### config.mk
export PLATFORM = sky130hd
export DESIGN_NAME = mmd_decoder
export DESIGN_NICKNAME = d
export VERILOG_FILES = /design/src/mmd_pkg.sv /design/src/mmd_boot_loader.sv /design/src/mmd_decoder.sv
export VERILOG_INCLUDE_DIRS = /design/src
export SDC_FILE = /design/constraint.sdc
export NUM_CORES = 1
export LEC_CHECK = 0
export ABC_AREA = 0
export BUFFER_PORTS_ARGS = -buffer_cell sky130_fd_sc_hd__buf_2
export CORE_MARGIN = 4
export CORE_UTILIZATION = 53
export CTS_BUF_LIST = sky130_fd_sc_hd__clkbuf_8
export CTS_CLUSTER_DIAMETER = 200
export DETAILED_ROUTE_END_ITERATION = 16
export GPL_TIMING_DRIVEN = 0
export HOLD_SLACK_MARGIN = 0.05
export PLACE_DENSITY = 0.88
export SLEW_MARGIN = 0
export SYNTH_ARGS = -nofsm -noshare
export SYNTH_HDL_FRONTEND = slang
export SYNTH_HIERARCHICAL = 1
export SYNTH_SLANG_ARGS = --single-unit
### constraint.sdc
create_clock -name core_clk -period 2.7 [get_ports core_clk]
set_input_delay 0 -clock core_clk [delete_from_list [all_inputs] [get_ports core_clk]]
set_output_delay 0 -clock core_clk [all_outputs]
set_load 0.05 [all_outputs]
### src/mmd_params.svh
`ifndef MMD_PARAMS_SVH
`define MMD_PARAMS_SVH

// ****************************************************************
// Register offsets within the relocatable register block.
// ****************************************************************
`define MMD_OFF_EEPOS        7'h37
`define MMD_OFF_MODE         7'h3c
`define MMD_OFF_MAP          7'h3d
`define MMD_OFF_CONFIG       7'h3f

// ****************************************************************
// Field positions.
// ****************************************************************
`define MMD_CFG_ROMPLACE_BIT 7
`define MMD_CFG_ROMPRES_BIT  1
`define MMD_CFG_EEON_BIT     0
`define MMD_MODE_BOOTROM_BIT 7
`define MMD_MODE_SMOD_BIT    6
`define MMD_MODE_MDA_BIT     5

// ****************************************************************
// Reset values and fixed placements.
// ****************************************************************
`define MMD_MAP_RESET        8'h00
`define MMD_EEPOS_RESET      4'h0
`define MMD_EE_OFFSET        12'hd80
`define MMD_EE_BYTES         12'h280
`define MMD_LOW_RAM_TOP      16'h0080
`define MMD_ALT_RAM_BASE     16'h0300
`define MMD_RAM_BYTES_SMALL  11'h300
`define MMD_RAM_BYTES_LARGE  11'h400
`define MMD_ROM_BASE_SMALL   16'ha000
`define MMD_ROM_BASE_LARGE   16'h8000
`define MMD_ROM_BASE_ALT     16'h2000
`define MMD_BOOT_BASE        16'hbe00
`define MMD_BOOT_ENTRY       16'h0080
`define MMD_BOOT_LAST_SMALL  16'h037f
`define MMD_BOOT_LAST_LARGE  16'h047f
`define MMD_BOOT_MAX_BYTES   11'h300

// ****************************************************************
// Timing counts.
// ****************************************************************
`define MMD_MAP_WINDOW_CYC   7'h40
`define MMD_IDLE_CHARS       3'h4

`endif

### src/mmd_pkg.sv
package mmd_pkg;

  // Operating mode latched at reset from the two mode inputs.
  typedef enum logic [1:0] {
    MMD_MODE_BOOT   = 2'b00,
    MMD_MODE_TEST   = 2'b01,
    MMD_MODE_SINGLE = 2'b10,
    MMD_MODE_EXPAND = 2'b11
  } mmd_mode_type;

  // Resource selected by the address decoder.
  typedef enum logic [2:0] {
    MMD_SEL_NONE   = 3'b000,
    MMD_SEL_REGS   = 3'b001,
    MMD_SEL_RAM    = 3'b010,
    MMD_SEL_EEPROM = 3'b011,
    MMD_SEL_ROM    = 3'b100,
    MMD_SEL_BOOT   = 3'b101,
    MMD_SEL_EXT    = 3'b110
  } mmd_sel_type;

  // Bootstrap loader sequencing.
  typedef enum logic [1:0] {
    MMD_BL_IDLE = 2'b00,
    MMD_BL_LOAD = 2'b01,
    MMD_BL_DONE = 2'b10
  } mmd_bl_state_type;

endpackage : mmd_pkg

### src/mmd_boot_loader.sv
`timescale 1ns/1ps
`include "mmd_params.svh"

// ****************************************************************
// Bootstrap loader: stores serial bytes into RAM from the entry address upward.
// ****************************************************************
module mmd_boot_loader import mmd_pkg::*; #(
  parameter int CHAR_CYCLES = 500,
  parameter bit LARGE_RAM   = 1'b0
) (
  input  wire logic        core_clk,
  input  wire logic        resetn,
  input  wire logic        enable,
  input  wire logic        rx_valid,
  input  wire logic [7:0]  rx_data,
  output logic             wr_en,
  output logic [15:0]      wr_addr,
  output logic [7:0]       wr_data,
  output logic             jump,
  output logic [15:0]      jump_addr,
  output logic             active
);

  localparam int IDLE_LIMIT = CHAR_CYCLES * `MMD_IDLE_CHARS;

  initial begin
    if (CHAR_CYCLES < 1) $error("CHAR_CYCLES must be at least one.");
  end

  // All loader state as one record.
  typedef struct packed {
    mmd_bl_state_type state;
    logic [10:0]      count;
    logic [31:0]      idle;
    logic             wr_en;
    logic [15:0]      wr_addr;
    logic [7:0]       wr_data;
    logic             jump;
  } mmd_bl_type;

  mmd_bl_type cur;
  mmd_bl_type next_cur;
  logic [15:0] last_addr;
  logic [15:0] store_addr;

  assign last_addr = LARGE_RAM ? `MMD_BOOT_LAST_LARGE : `MMD_BOOT_LAST_SMALL;
  // The program lands at the entry address, so with the small RAM the last byte meets the top of RAM.
  assign store_addr = `MMD_BOOT_ENTRY + {5'h0, cur.count};

  // Counts bytes and idle time, and ends on timeout or last byte.
  always_comb begin
    next_cur = cur;
    next_cur.wr_en = 1'b0;
    next_cur.jump  = 1'b0;
    case (cur.state)
      MMD_BL_IDLE: begin
        if (enable) begin
          next_cur.state = MMD_BL_LOAD;
          next_cur.idle  = 32'h0;
          next_cur.count = 11'h0;
        end
      end
      MMD_BL_LOAD: begin
        if (rx_valid && cur.count < `MMD_BOOT_MAX_BYTES) begin
          next_cur.wr_en   = 1'b1;
          next_cur.wr_addr = store_addr;
          next_cur.wr_data = rx_data;
          next_cur.count   = cur.count + 11'h1;
          next_cur.idle    = 32'h0;
          if (store_addr == last_addr) begin
            next_cur.state = MMD_BL_DONE;
            next_cur.jump  = 1'b1;
          end
        end else if (cur.idle >= 32'(IDLE_LIMIT - 1)) begin
          next_cur.state = MMD_BL_DONE;
          next_cur.jump  = 1'b1;
        end else begin
          next_cur.idle = cur.idle + 32'h1;
        end
      end
      MMD_BL_DONE: begin
        next_cur.state = MMD_BL_DONE;
      end
      default: begin
        next_cur.state = MMD_BL_IDLE;
      end
    endcase
  end

  // Registers the loader record.
  always_ff @(posedge core_clk or negedge resetn) begin
    if (!resetn) begin
      cur <= '0;
    end else begin
      cur <= next_cur;
    end
  end

  assign wr_en     = cur.wr_en;
  assign wr_addr   = cur.wr_addr;
  assign wr_data   = cur.wr_data;
  assign jump      = cur.jump;
  assign jump_addr = `MMD_BOOT_ENTRY;
  assign active    = (cur.state == MMD_BL_LOAD);

endmodule : mmd_boot_loader

### src/mmd_decoder.sv
// Function
// - Single-chip mode shows no external address or data bus on pins.
// - Expanded mode drives high address on B, low on F, data on C.
// - Read/write output sets port C direction; externals drive only on reads.
// - Bootstrap mode loads up to 768 serial bytes into internal RAM.
// - Loader jumps to $0080 after four idle characters or, with the small RAM, the last byte.
// - Space is 64 Kbyte; paging beyond it works only in expanded and special test modes.
// - Register block decodes at $0000 after reset, movable per 4 Kbyte.
// - Internal RAM relocates to any 4 Kbyte boundary via mapping register.
// - Low 128 RAM bytes sit at $0000 unless registers there, then $0300.
// - Two four-bit fields of one mapping register move RAM and registers.
// - Enabled EEPROM sits at $0D80, movable to $xD80 by its position register.
// - Special test mode forces the ROM-present bit to zero at reset.
// - Single-chip mode forces ROM placement high, covering the vectors.
// - In test mode setting ROM-present brings the ROM back into the map.
// - Normal modes accept one mapping write in the first 64 cycles only.
// - Upper nibble gives RAM top bits; lower nibble gives register top bits.
`timescale 1ns/1ps
`include "mmd_params.svh"

module mmd_decoder import mmd_pkg::*; #(
  parameter bit LARGE_RAM   = 1'b0,
  parameter int CHAR_CYCLES = 500
) (
  input  wire logic        core_clk,
  input  wire logic        resetn,
  input  wire logic        mode_b,
  input  wire logic        mode_a,
  input  wire logic        cfg_rom_placement,
  input  wire logic        cfg_rom_present,
  input  wire logic        cfg_eeprom_enable,
  input  wire logic [15:0] cpu_addr,
  input  wire logic [3:0]  cpu_page,
  input  wire logic        cpu_valid,
  input  wire logic        cpu_read,
  input  wire logic [7:0]  cpu_wdata,
  input  wire logic [7:0]  port_c_in,
  input  wire logic        rx_valid,
  input  wire logic [7:0]  rx_data,
  output logic [2:0]       sel,
  output logic [15:0]      sel_offset,
  output logic [7:0]       reg_rdata,
  output logic             reg_rvalid,
  output logic [7:0]       ext_rdata,
  output logic [7:0]       port_b_out,
  output logic [7:0]       port_b_oe,
  output logic [7:0]       port_f_out,
  output logic [7:0]       port_f_oe,
  output logic [7:0]       port_c_out,
  output logic [7:0]       port_c_oe,
  output logic [3:0]       page_out,
  output logic             read_write,
  output logic             ram_wr_en,
  output logic [15:0]      ram_wr_addr,
  output logic [7:0]       ram_wr_data,
  output logic             boot_jump,
  output logic [15:0]      boot_jump_addr
);

  // ****************************************************************
  // State record.
  // ****************************************************************
  typedef struct packed {
    mmd_mode_type mode;
    logic         mode_valid;
    logic [7:0]   map;
    logic         map_written;
    logic [6:0]   cycles;
    logic [3:0]   ee_pos;
    logic         rom_place;
    logic         rom_present;
    logic         ee_on;
    logic         boot_rom;
    logic [2:0]   sel;
    logic [15:0]  sel_offset;
    logic [7:0]   reg_rdata;
    logic         reg_rvalid;
    logic [7:0]   ext_rdata;
    logic [7:0]   pb;
    logic [7:0]   pf;
    logic [7:0]   pc;
    logic         bus_oe;
    logic         pc_oe;
    logic [3:0]   page;
    logic         rw;
    logic         ram_wr_en;
    logic [15:0]  ram_wr_addr;
    logic [7:0]   ram_wr_data;
    logic         jump;
    logic [15:0]  jump_addr;
  } mmd_state_type;

  mmd_state_type cur;
  mmd_state_type next_cur;

  logic        bl_wr_en;
  logic [15:0] bl_wr_addr;
  logic [7:0]  bl_wr_data;
  logic        bl_jump;
  logic [15:0] bl_jump_addr;
  logic        special;
  logic        expanded;
  logic [2:0]  dec_sel;
  logic [15:0] dec_off;
  logic        reg_hit;
  logic [6:0]  reg_idx;
  logic        map_wr_ok;

  // ****************************************************************
  // Bootstrap loader.
  // ****************************************************************
  mmd_boot_loader #(
    .CHAR_CYCLES (CHAR_CYCLES),
    .LARGE_RAM   (LARGE_RAM)
  ) u_loader (
    .core_clk  (core_clk),
    .resetn    (resetn),
    .enable    (cur.mode_valid && cur.mode == MMD_MODE_BOOT),
    .rx_valid  (rx_valid),
    .rx_data   (rx_data),
    .wr_en     (bl_wr_en),
    .wr_addr   (bl_wr_addr),
    .wr_data   (bl_wr_data),
    .jump      (bl_jump),
    .jump_addr (bl_jump_addr),
    .active    ()
  );

  // ****************************************************************
  // Address decoding.
  // ****************************************************************

  // Selects one resource for an address; registers win, then RAM.
  function automatic logic [18:0] decode_addr(input logic [15:0] a,
                                              input logic [7:0]  map,
                                              input logic [3:0]  ee_pos,
                                              input logic        ee_on,
                                              input logic        rom_on,
                                              input logic        rom_hi,
                                              input logic        boot_on,
                                              input logic        exp);
    logic [15:0] ram_base;
    logic [15:0] reg_base;
    logic [15:0] low_base;
    logic [15:0] rom_base;
    logic [10:0] ram_len;
    logic [15:0] ee_base;
    ram_base = {map[7:4], 12'h000};
    reg_base = {map[3:0], 12'h000};
    ram_len  = LARGE_RAM ? `MMD_RAM_BYTES_LARGE : `MMD_RAM_BYTES_SMALL;
    low_base = (map[3:0] == map[7:4]) ? ram_base + `MMD_ALT_RAM_BASE : ram_base;
    ee_base  = {ee_pos, `MMD_EE_OFFSET};
    rom_base = rom_hi ? (LARGE_RAM ? `MMD_ROM_BASE_LARGE : `MMD_ROM_BASE_SMALL)
                      : `MMD_ROM_BASE_ALT;
    if (a[15:7] == reg_base[15:7]) begin
      decode_addr = {MMD_SEL_REGS, 16'(a - reg_base)};
    end else if (a >= low_base && a < low_base + `MMD_LOW_RAM_TOP) begin
      decode_addr = {MMD_SEL_RAM, 16'(a - low_base)};
    end else if (a >= ram_base + `MMD_LOW_RAM_TOP
                 && a < ram_base + {5'h0, ram_len}) begin
      decode_addr = {MMD_SEL_RAM, 16'(a - ram_base)};
    // Bounded by distance from the base so a window in the top page cannot wrap.
    end else if (ee_on && a >= ee_base
                 && 16'(a - ee_base) < {4'h0, `MMD_EE_BYTES}) begin
      decode_addr = {MMD_SEL_EEPROM, 16'(a - ee_base)};
    end else if (boot_on && a[15:9] == `MMD_BOOT_BASE >> 9) begin
      decode_addr = {MMD_SEL_BOOT, 16'(a - `MMD_BOOT_BASE)};
    end else if (rom_on && a >= rom_base) begin
      decode_addr = {MMD_SEL_ROM, 16'(a - rom_base)};
    end else if (exp) begin
      decode_addr = {MMD_SEL_EXT, a};
    end else begin
      decode_addr = {MMD_SEL_NONE, a};
    end
  endfunction : decode_addr

  // Bootstrap and test modes are both special; test mode also opens the bus.
  assign special  = (cur.mode == MMD_MODE_BOOT) || (cur.mode == MMD_MODE_TEST);
  assign expanded = (cur.mode == MMD_MODE_EXPAND) || (cur.mode == MMD_MODE_TEST);

  // Current decode of the processor address.
  always_comb begin
    {dec_sel, dec_off} = decode_addr(cpu_addr, cur.map, cur.ee_pos, cur.ee_on,
                                     cur.rom_present, cur.rom_place,
                                     cur.boot_rom && special, expanded);
  end

  assign reg_hit   = cpu_valid && dec_sel == MMD_SEL_REGS;
  assign reg_idx   = dec_off[6:0];
  // Mapping writes: once within 64 cycles in normal modes, always in special.
  assign map_wr_ok = special
                   || (!cur.map_written && cur.cycles < `MMD_MAP_WINDOW_CYC);

  // ****************************************************************
  // Next-state logic.
  // ****************************************************************
  always_comb begin
    next_cur = cur;
    next_cur.reg_rvalid = 1'b0;
    next_cur.ram_wr_en  = 1'b0;
    next_cur.jump       = 1'b0;
    if (cur.cycles < `MMD_MAP_WINDOW_CYC) begin
      next_cur.cycles = cur.cycles + 7'h1;
    end
    // Mode and configuration are caught on the first edge after release.
    if (!cur.mode_valid) begin
      next_cur.mode_valid  = 1'b1;
      next_cur.mode        = mmd_mode_type'({mode_b, mode_a});
      next_cur.rom_place   = cfg_rom_placement;
      next_cur.rom_present = cfg_rom_present;
      next_cur.ee_on       = cfg_eeprom_enable;
      next_cur.boot_rom    = ({mode_b, mode_a} == MMD_MODE_BOOT);
      if ({mode_b, mode_a} == MMD_MODE_TEST) begin
        next_cur.rom_present = 1'b0;
      end
      if ({mode_b, mode_a} == MMD_MODE_SINGLE) begin
        next_cur.rom_place = 1'b1;
      end
    end else begin
      // Register writes.
      if (reg_hit && !cpu_read) begin
        case (reg_idx)
          `MMD_OFF_MAP: begin
            if (map_wr_ok) begin
              next_cur.map         = cpu_wdata;
              next_cur.map_written = 1'b1;
            end
          end
          `MMD_OFF_EEPOS: begin
            next_cur.ee_pos = cpu_wdata[7:4];
          end
          `MMD_OFF_CONFIG: begin
            if (cur.mode == MMD_MODE_TEST) begin
              next_cur.rom_present = cpu_wdata[`MMD_CFG_ROMPRES_BIT];
              next_cur.rom_place   = cpu_wdata[`MMD_CFG_ROMPLACE_BIT];
              next_cur.ee_on       = cpu_wdata[`MMD_CFG_EEON_BIT];
            end
          end
          `MMD_OFF_MODE: begin
            if (special) begin
              next_cur.boot_rom = cpu_wdata[`MMD_MODE_BOOTROM_BIT];
            end
          end
          default: begin
            next_cur.map = cur.map;
          end
        endcase
      end
      // Register reads answer one cycle later.
      if (reg_hit && cpu_read) begin
        next_cur.reg_rvalid = 1'b1;
        case (reg_idx)
          `MMD_OFF_MAP:    next_cur.reg_rdata = cur.map;
          `MMD_OFF_EEPOS:  next_cur.reg_rdata = {cur.ee_pos, 4'h0};
          `MMD_OFF_CONFIG: next_cur.reg_rdata = {cur.rom_place, 5'h10, cur.rom_present,
                                                 cur.ee_on};
          `MMD_OFF_MODE:   next_cur.reg_rdata = {cur.boot_rom, special, cur.mode[0], 5'h06};
          default:         next_cur.reg_rdata = 8'h00;
        endcase
      end
    end
    // External bus only in expanded modes.
    next_cur.bus_oe = expanded;
    if (expanded && cpu_valid && dec_sel == MMD_SEL_EXT) begin
      next_cur.pb   = cpu_addr[15:8];
      next_cur.pf   = cpu_addr[7:0];
      next_cur.rw   = cpu_read;
      next_cur.pc_oe = !cpu_read;
      next_cur.pc   = cpu_wdata;
      next_cur.page = cpu_page;
    end else begin
      next_cur.rw    = 1'b1;
      next_cur.pc_oe = 1'b0;
      next_cur.page  = expanded ? cur.page : 4'h0;
    end
    // Data is captured only in cycles that show a read, so writes never echo back.
    if (cur.rw) begin
      next_cur.ext_rdata = port_c_in;
    end
    if (!expanded) begin
      next_cur.pb = 8'h00;
      next_cur.pf = 8'h00;
      next_cur.pc = 8'h00;
    end
    next_cur.sel        = dec_sel;
    next_cur.sel_offset = dec_off;
    // Loader writes and jump.
    // The last store leaves the loader already done, so it is not gated on activity.
    next_cur.ram_wr_en   = bl_wr_en;
    next_cur.ram_wr_addr = bl_wr_addr;
    next_cur.ram_wr_data = bl_wr_data;
    next_cur.jump        = bl_jump;
    next_cur.jump_addr   = bl_jump_addr;
  end

  // Registers the whole state record.
  always_ff @(posedge core_clk or negedge resetn) begin
    if (!resetn) begin
      cur      <= '0;
      cur.map  <= `MMD_MAP_RESET;
      cur.ee_pos <= `MMD_EEPOS_RESET;
      cur.rw   <= 1'b1;
      cur.mode <= MMD_MODE_SINGLE;
    end else begin
      cur <= next_cur;
    end
  end

  // ****************************************************************
  // Outputs, each straight from the state record.
  // ****************************************************************
  assign sel            = cur.sel;
  assign sel_offset     = cur.sel_offset;
  assign reg_rdata      = cur.reg_rdata;
  assign reg_rvalid     = cur.reg_rvalid;
  assign ext_rdata      = cur.ext_rdata;
  assign port_b_out     = cur.pb;
  assign port_b_oe      = {8{cur.bus_oe}};
  assign port_f_out     = cur.pf;
  assign port_f_oe      = {8{cur.bus_oe}};
  assign port_c_out     = cur.pc;
  assign port_c_oe      = {8{cur.pc_oe}};
  assign page_out       = cur.page;
  assign read_write     = cur.rw;
  assign ram_wr_en      = cur.ram_wr_en;
  assign ram_wr_addr    = cur.ram_wr_addr;
  assign ram_wr_data    = cur.ram_wr_data;
  assign boot_jump      = cur.jump;
  assign boot_jump_addr = cur.jump_addr;

endmodule : mmd_decoder

Word-level counts from Yosys, hierarchy flattened
Index checks and enable logic that the tools add are counted.
Operators by class
  $add $sub $neg: 13
  multiply operators: 0
  div/mod/pow operators: 0
  order comparisons: 10
  equal/unequal tests: 27
  shifts and indexed selects: 0
  muxes and demuxes: 38
  bitwise gates (word level): 0
  reductions and logical operators: 33
Operators by type and width (number)
  $mux 19: 7
  $pmux 43 s2: 1
  $sub 16x16->16: 5
  $ge 16x16->1: 4
  $mux 32: 2
  $mux 24: 2
  $mux 45: 1
  $add 16x8->16 const B: 2
  $add 32x1->32 const B: 1
  $ge 32x11->1 const B: 1
  $lt 16x16->1: 2
  $mux 16: 2
  $pmux 8 s4: 1
  $eq 7x6->1 const B: 4
  $mux 26: 1
  $mux 25: 1
  $reduce_and 3->1: 6
  $add 16x10->16 const B: 1
  $eq 16x10->1 const B: 1
  $lt 16x10->1 const B: 1
  $sub 16x16->16 const B: 1
  $logic_and 1x1->1: 15
  $ne 2x1->1 const B: 7
  $add 8x11->12 const A: 1
  other kinds (26): 51
Word-level totals
  register bits: 192
  bits in latches: 0
  bits in writable memories: 0
  ROM bits: 0
  bits of input ports: 54
  word-level logic and storage cells: 155
  memories kept: 0

Longest topological paths before layout
Gate-level depths: netlist of run 1.
  word-level depth: 14
  gate-level depth with buffers: 12
  mapped depth without buffers: 12

By module
Netlist of run 1, hierarchy kept.
Modules (own cells, without submodules)
  mmd_decoder: instances 1, cells each 680, area each 7078.0 sq um, sequential area each 3405.8 sq um
  mmd_boot_loader: instances 1, cells each 325, area each 3328.2 sq um, sequential area each 1676.6 sq um

Worst setup path before layout of run 1
No wires, ideal clock.
  kind: flip-flop to flip-flop
  from: register cur[126] in the netlist's numbering
  to: register cur (netlist bit read_write)
  arrival time: 2.474 ns
  data required time: 2.616 ns
  path slack: 0.141 ns
  cell stages (with the launch flop): 13
  clock period less this slack: 2.559 ns
  cell sequence: dfrtp_1 > xnor2_1 > nand4_1 > inv_1 > ha_1 > fa_1 > nor3b_1 > o31ai_1 > o2111a_2 > nor2_1 > nand3_2 > buf_6 > or2_2
RTL lines
  start, declared: RTL line mmd_decoder.sv:93  | mmd_state_type cur;
  start signal, assigned: RTL line mmd_decoder.sv:305  | cur <= next_cur;

==> results.md, run 1 <==
* Actual transition at the worst max-transition pin at 0.782 ns
* Total cell area at the placement stage at 11800 sq um
* Count of antenna diodes in the layout at 0
* Max_slew headroom at 0.479
* Area share of the largest cell type after synthesis at 0.483
* Max-cap violations at 0
* Global-route wire length before repair at 43700 um
* Starting density of the core at 0.547
* Total number of H-tree levels at 2
* Post-placement cell count at 1467
* Area enclosed by the die boundary at 21900 sq um
* Static leakage at 0.00709 uW
* Achievable clock frequency at 361 MHz
* Worst clock skew on the final layout at 0.0182 ns
* Required time reported for the critical path endpoint at 3.14 ns
* Post-Synthesis Cells at 1005
* Total via count after detailed routing at 8262
* Depth of the worst register-to-register path at 12
* Peak supply drop at 0.539 mV
* Count of routing violations after the opening detailed-route iteration at 544
* Sink count of the clock tree at 203
* Minimum clock period after layout at 2.77 ns
* Synth Area per Inst at 10.4 sq um
* Number of nets with antenna violations after routing at 0
* Share of the clock period used by the worst path after layout at 1.03
* Global route total overflow at 0
* Number of antenna violations at the first check in global routing at 0
* Number of slew-limit violations in the final report at 0
* Top FF cell, synth: sky130_fd_sc_hd__dfrtp_1
* Critical path class: flip-flop to flip-flop
* R2R Path End: read_write
* Hold crit path type: input pin to async pin
* HPWL after detailed placement at 17800 um
* # nets final at 1402
* Setup repair after global routing missed its margin: yes
* Detailed-route vias per instance at 5.17
* Clock-pin slew reported for the worst setup and hold paths after clock tree synthesis at 0.06 ns
* Core region area at 19000 sq um
* Clock tree from TritonCTS: done
* Aggregate routed wire length at 27300 um
* DR DRC count at 0
* Maximum number of pins on one net before global-route repair at 103
* Portion of the post-synthesis area used by sequential elements at 0.488
* Count of different cell masters after synthesis at 79
* Placer Congestion at 0.920
* Number of register bits inferred by synthesis at 203
* Share of synthesized flip-flops with an asynchronous set or reset at 1.00
* Yosys top cell by area: sky130_fd_sc_hd__dfrtp_1
* Die span in y at 148 um
* Worst-skew pair later-pin latency at 0.53 ns
* Final setup vio count at 22
* CTS Buf Count at 35
* Total standard cell area after synthesis at 10400 sq um
* Share of synthesized area spent on multiplexers at 0.0548
* Failing checks: negative setup slack
* I/O pin total at 185
* Via count of the first global-routing pass at 8621
* Most frequent cell after synthesis: sky130_fd_sc_hd__dfrtp_1
* Fin util at 0.701
* DIE WIDTH at 148 um
* Internal reg-to-reg setup slack at -0.07 ns
* Worst R2R Start: cur[132]
* Global-route usage over all layers at 0.247
* Synthesized-area fraction occupied by xor and xnor cells at 0.0168
* Ranking of synthesized cells by area: sky130_fd_sc_hd__dfrtp_1 (48%), sky130_fd_sc_hd__buf_4 (12%), sky130_fd_sc_hd__nand2_1 (4.7%)
* Worst path setup slack after routing at -0.0710 ns
* Worst Setup End Kind: flip-flop
* Number of enable-type register cells in the synthesized netlist at 0
* Type of element launching the critical path: flip-flop
* Area fraction in compound gates after synthesis at 0.0891
* DR pass1 iterations at 5
* Buffers on Ports at 183
* Fraction of layout instances using a drive strength above 1 at 0.382
* Top cells by count, synth: sky130_fd_sc_hd__dfrtp_1 (201), sky130_fd_sc_hd__buf_4 (167), sky130_fd_sc_hd__nand2_1 (129), sky130_fd_sc_hd__inv_1 (51), sky130_fd_sc_hd__o21ai_0 (46)
* Arr. time, crit path at 3.21 ns
* Setup_tns at -0.373 ns
* Final Hold Vio Count at 0
* Fraction of the mapped netlist area in adder cells at 0.0418
* Post-Place Worst Slack at -0.485 ns
* Area Growth Syn to Fin at 28.1%
* Power per Cell Area at 636 nW/um^2
* Final instance area at 13300 sq um
* Largest fanout on the critical path at 5
* Number of synthesis warnings at 6
* Routed length per instance at 17.1 um
* Worst-case clock buffer depth at 3
* Simple-Gate Fraction of Synth Area at 0.155
* Result of the run: finished, violations left
* Non-filler cells, final at 1599
* CTS Root Cell: sky130_fd_sc_hd__clkbuf_8
* Row count at 50
* Main combinational cell family by area after synthesis: simple AND/OR/NAND/NOR gates
final cells by class:
cell class | count | area, sq um
plain buffers | 195 | 1430
inverters | 51 | 191
repair buffers | 255 | 1640
clock inverters | 20 | 126
clock buffers | 41 | 564
flip-flops and latches | 203 | 5080
multi-input cells | 574 | 3970
well taps | 260 | 325
fillers | 1316 | 5690
registers in the layout (all words and copies together) (netlist names), 12 cells and up:
| signal | count |
|---|---|
| u_loader/wr_addr | 12 |
| ram_wr_addr | 16 |
| boot_jump_addr | 16 |
| cur | 27 |
| sel_offset | 16 |
| u_loader/cur | 45 |
logic make-up (layout without fill, tap and decap cells):
logic type	count (synthesis)	after routing
compound gates	137	137
xor+xnor	20	20
fa+ha+maj	33	33
buf+inv	246	562
flops	203	203
mux	55	55
other cells	3	21
simple gates	308	308
through the flow:
step / power [uW] / hold WS, ns
2_1_floorplan: 5120 / -0.296
3_3_place_gp: 5570 / 0.146
3_5_place_dp: 5640 / 0.0936
4_1_cts: 8480 / 0.0769
5_1_grt: 8880 / 0.133
6_report: 8480 / 0.106
report_power, final:
part           internal [uW]  switching, uW
clock                   1490           1260
sequential              3320            151
combinational            830           1420
total                   5650           2830
cells in the final DEF, fill, tap and decap left out, types with 16 or more instances in the layout:
master	netlist	layout
sky130_fd_sc_hd__buf_2	4	185
sky130_fd_sc_hd__and2_1	27	27
sky130_fd_sc_hd__dfrtp_1	201	200
sky130_fd_sc_hd__dlygate4sd3_1	0	52
sky130_fd_sc_hd__clkbuf_8	0	41
sky130_fd_sc_hd__nand2_1	129	126
sky130_fd_sc_hd__inv_1	51	61
sky130_fd_sc_hd__buf_4	167	184
sky130_fd_sc_hd__nor3_1	16	16
sky130_fd_sc_hd__ha_1	30	28
sky130_fd_sc_hd__conb_1	3	21
sky130_fd_sc_hd__nor2_1	38	34
sky130_fd_sc_hd__o21ai_0	46	44
sky130_fd_sc_hd__mux2i_1	39	38
sky130_fd_sc_hd__nand3_1	19	19
sky130_fd_sc_hd__a21oi_1	25	25
sky130_fd_sc_hd__clkbuf_1	18	16
timing repair:
item,in CTS,in global routing
gates cloned,0,1
hold buffers,52,0
buffers inserted,11,7
endpoints found under the setup margin,69,78
pin swaps,8,11
hold endpoints to repair,181,0
gates resized for setup,23,28
per-layer routing:
layer  track usage  wire length, um  vias up  share of wire
met5             0                0        -              0
met2         0.435            13800      361           0.51
met3        0.0555             1990       93          0.073
met4         0.110             1230        0          0.045
met1         0.289            10300     3973           0.38
li1              -                -     3835              -
how the worst max path moves through the flow:
stage | start | to | slack (ns) | cells after the start
after floorplan | cur[126] | read_write | 0.14 | 12
after global placement | resetn | u_loader/wr_data[0] | -1.66 | 1
after detailed placement | cur[129] | read_write | -0.49 | 12
after CTS | cur[131] | sel_offset[13] | -0.02 | 11
after global routing | cur[127] | read_write | -0.15 | 12
final | cur[132] | read_write | -0.07 | 12
critical path: stages, from the launching register on:
cell and delay (ns):
sky130_fd_sc_hd__dfrtp_1 0.43, sky130_fd_sc_hd__xnor2_2 0.19, sky130_fd_sc_hd__nand4_1 0.22, sky130_fd_sc_hd__inv_2 0.14, sky130_fd_sc_hd__ha_4 0.14, sky130_fd_sc_hd__fa_2 0.19, sky130_fd_sc_hd__nor3b_4 0.21, sky130_fd_sc_hd__o31ai_2 0.11
sky130_fd_sc_hd__o2111a_2 0.21, sky130_fd_sc_hd__nor2_4 0.21, sky130_fd_sc_hd__nand3_4 0.20, sky130_fd_sc_hd__buf_12 0.20, sky130_fd_sc_hd__or2_4 0.23
(Power assumes the default switching activity.)
==> inputs of run 2 (changes only) <==
Settings changed: CORE_UTILIZATION 53 to 45, PLACE_DENSITY 0.88 to 0.78.
==> run 2 against run 1 <==
Effect of this change: combinational power about the same; worst setup slack improved by 0.015 ns; non-clock buffer count increased by 6; count of clock-buffer cells in the layout increased by 2; utilization decreased by 11 points; global-route usage decreased by 5.6 points; via count decreased by 4.2%; sequential share of layout area decreased by 0.53 points; the flow still finishes with violations (negative setup slack); register-to-register slack improved by 0.02 ns; total power decreased by 0.55%; maximum frequency increased by 0.55%.
==> results.md, run 2 (synthesis results as in run 1) <==
* Sink count of the clock tree at 203
* Clock tree from TritonCTS: done
* Worst clock skew on the final layout at 0.0277 ns
* Type of element launching the critical path: flip-flop
* Starting density of the core at 0.458
* Worst R2R Start: cur[131]
* Number of filler instances in the final layout at 1810
* DIE WIDTH at 160 um
* I/O pin total at 185
* Leading cell type in the layout, fill and taps excluded: sky130_fd_sc_hd__dfrtp_1
* Total buffers and inverters traversed by the critical path at 3
* Worst-skew pair later-pin latency at 0.51 ns
* Post-route worst hold slack at 0.109 ns
* CP Cell Sequence: xnor2_2, nand4_1, buf_4, ha_4, nand2_2, o31ai_4, o2111a_2, buf_6, buf_4, nand3_2, o21ai_2, a21oi_1, mux2_4
* # nets final at 1409
* Actual transition at the worst max-transition pin at 0.685 ns
* Number of nets with antenna violations after routing at 0
* Number of slew-limit violations in the final report at 0
* Aggregate routed wire length at 25100 um
* Total via count after detailed routing at 7919
* Max-cap violations at 0
* Max FFs per register at 45
* Largest fanout on the critical path at 3
* Peak supply drop at 0.671 mV
* Setup_tns at -0.262 ns
* Sum of internal, switching and leakage power at 8430 uW
* Minimum clock period after layout at 2.76 ns
* Final Hold Vio Count at 0
* Failing checks: negative setup slack
* Area Growth Syn to Fin at 29.9%
* Category of cells accounting for the largest share of critical-path delay: compound AO/OA/AOI/OAI gates
* Number of antenna violations at the first check in global routing at 1
* Arr. time, crit path at 3.16 ns
* Global route total overflow at 0
* Static leakage at 0.00716 uW
* Worst path setup slack after routing at -0.0559 ns
* Final setup vio count at 14
* Count of routing violations after the opening detailed-route iteration at 531
* Peak per-stage delay on the critical path at 0.42 ns
* Die span in y at 160 um
* Row count at 55
* Achievable clock frequency at 363 MHz
* Routed length per instance at 15.4 um
* Count of antenna diodes in the layout at 0
* DR pass1 iterations at 6
* Setup repair after global routing missed its margin: yes
* Registers with the most flip-flops: u_loader/cur x45, cur x27
* Via count of the first global-routing pass at 8088
* Placer Congestion at 0.890
* Power per Cell Area at 624 nW/um^2
* Global-route usage over all layers at 0.191
* Total number of H-tree levels at 2
* Crit path launch: cur[131]
* Highest-count cells in the layout ignoring fill and taps: sky130_fd_sc_hd__dfrtp_1 (200), sky130_fd_sc_hd__buf_4 (189), sky130_fd_sc_hd__buf_2 (185)
* Detailed-route vias per instance at 4.85
* Maximum number of pins on one net before global-route repair at 115
* HPWL after detailed placement at 17100 um
* Hold crit path type: input pin to async pin
* Fin util at 0.595
* Max_slew headroom at 0.544
* Worst-case clock buffer depth at 3
* Register with the most flip-flops: u_loader/cur
* Fraction of layout instances using a drive strength above 1 at 0.389
* Critical path class: flip-flop to flip-flop
* Share of the clock period used by the worst path after layout at 1.02
* Buffers on Ports at 183
* Worst Setup End Kind: flip-flop
* Slowest cell on the critical path: sky130_fd_sc_hd__dfrtp_1
* Cell with the most instances on the worst path: sky130_fd_sc_hd__buf_4
* Required time reported for the critical path endpoint at 3.10 ns
* Clock-pin slew reported for the worst setup and hold paths after clock tree synthesis at 0.06 ns
* Area enclosed by the die boundary at 25600 sq um
* CTS Root Cell: sky130_fd_sc_hd__clkbuf_8
* Global-route wire length before repair at 40500 um
* Result of the run: finished, violations left
* Core region area at 22700 sq um
* DR DRC count at 0
* CTS Buf Count at 36
-- run 2: cell types whose count changed in the layout (fill, tap and decap cells not counted), sizes merged --
cell and delta:
dlygate4sd3 -1, clkbuf +2, clkinvlp +1, clkinv +1, buf +7, bufinv -1
-- run 2: report_power, final --
part	internal [uW]	total [uW]	switching, uW
clock	1450	2710	1260
combinational	853	2250	1390
sequential	3320	3470	147
total	5630	8430	2800
-- run 2: final cells by class --
class                           count  area (sq um)  share of cell area
Timing Repair Buffer              262          1750               0.130
Clock inverter                     21          98.8             0.00731
Inverter                           51           191              0.0142
Sequential cell                   203          5080               0.376
Clock buffer                       43           592              0.0438
Buffer                            194          1430               0.106
Multi-Input combinational cell    574          4020               0.297
Tap cell                          285           357              0.0264
-- run 2: per-layer routing --
metal  global-route usage  wire, um
met5                    0        12
met4               0.0653       705
met3               0.0390      1510
met1                0.239     10300
met2                0.329     12600
-- run 2: metrics by stage --
step	cells	area, sq um	setup WS [ns]
after CTS	1624	13200	-0.0491
after global placement	1491	11700	-1.74
after global routing	1633	13500	-0.173
final	1633	13500	-0.0559
after detailed placement	1492	11800	-0.571
after floorplan	1023	10500	0.141
-- run 2: final timing paths --
| check | endpoint | depth (start not counted) | slack, ns |
|---|---|---|---|
| min in group core_clk | sel_offset[9] | 4 | 0.13 |
| worst max register to register | sel_offset[9] | 13 | -0.06 |
| worst min register to register | ram_wr_en | 0 | 0.36 |
| max in group asynchronous | reg_rdata[2] | 3 | 1.62 |
| worst max-delay path | sel_offset[9] | 13 | -0.06 |
| worst min-delay path | ram_wr_data[0] | 2 | 0.11 |
-- run 2: what timing repair did --
item                       CTS  global route
gates cloned                 1             2
setup buffers               16             8
setup endpoints to repair   65            52
gates resized for setup     25            33
pin swaps                    5            14
hold endpoints to repair   169             0
hold buffers                51             0
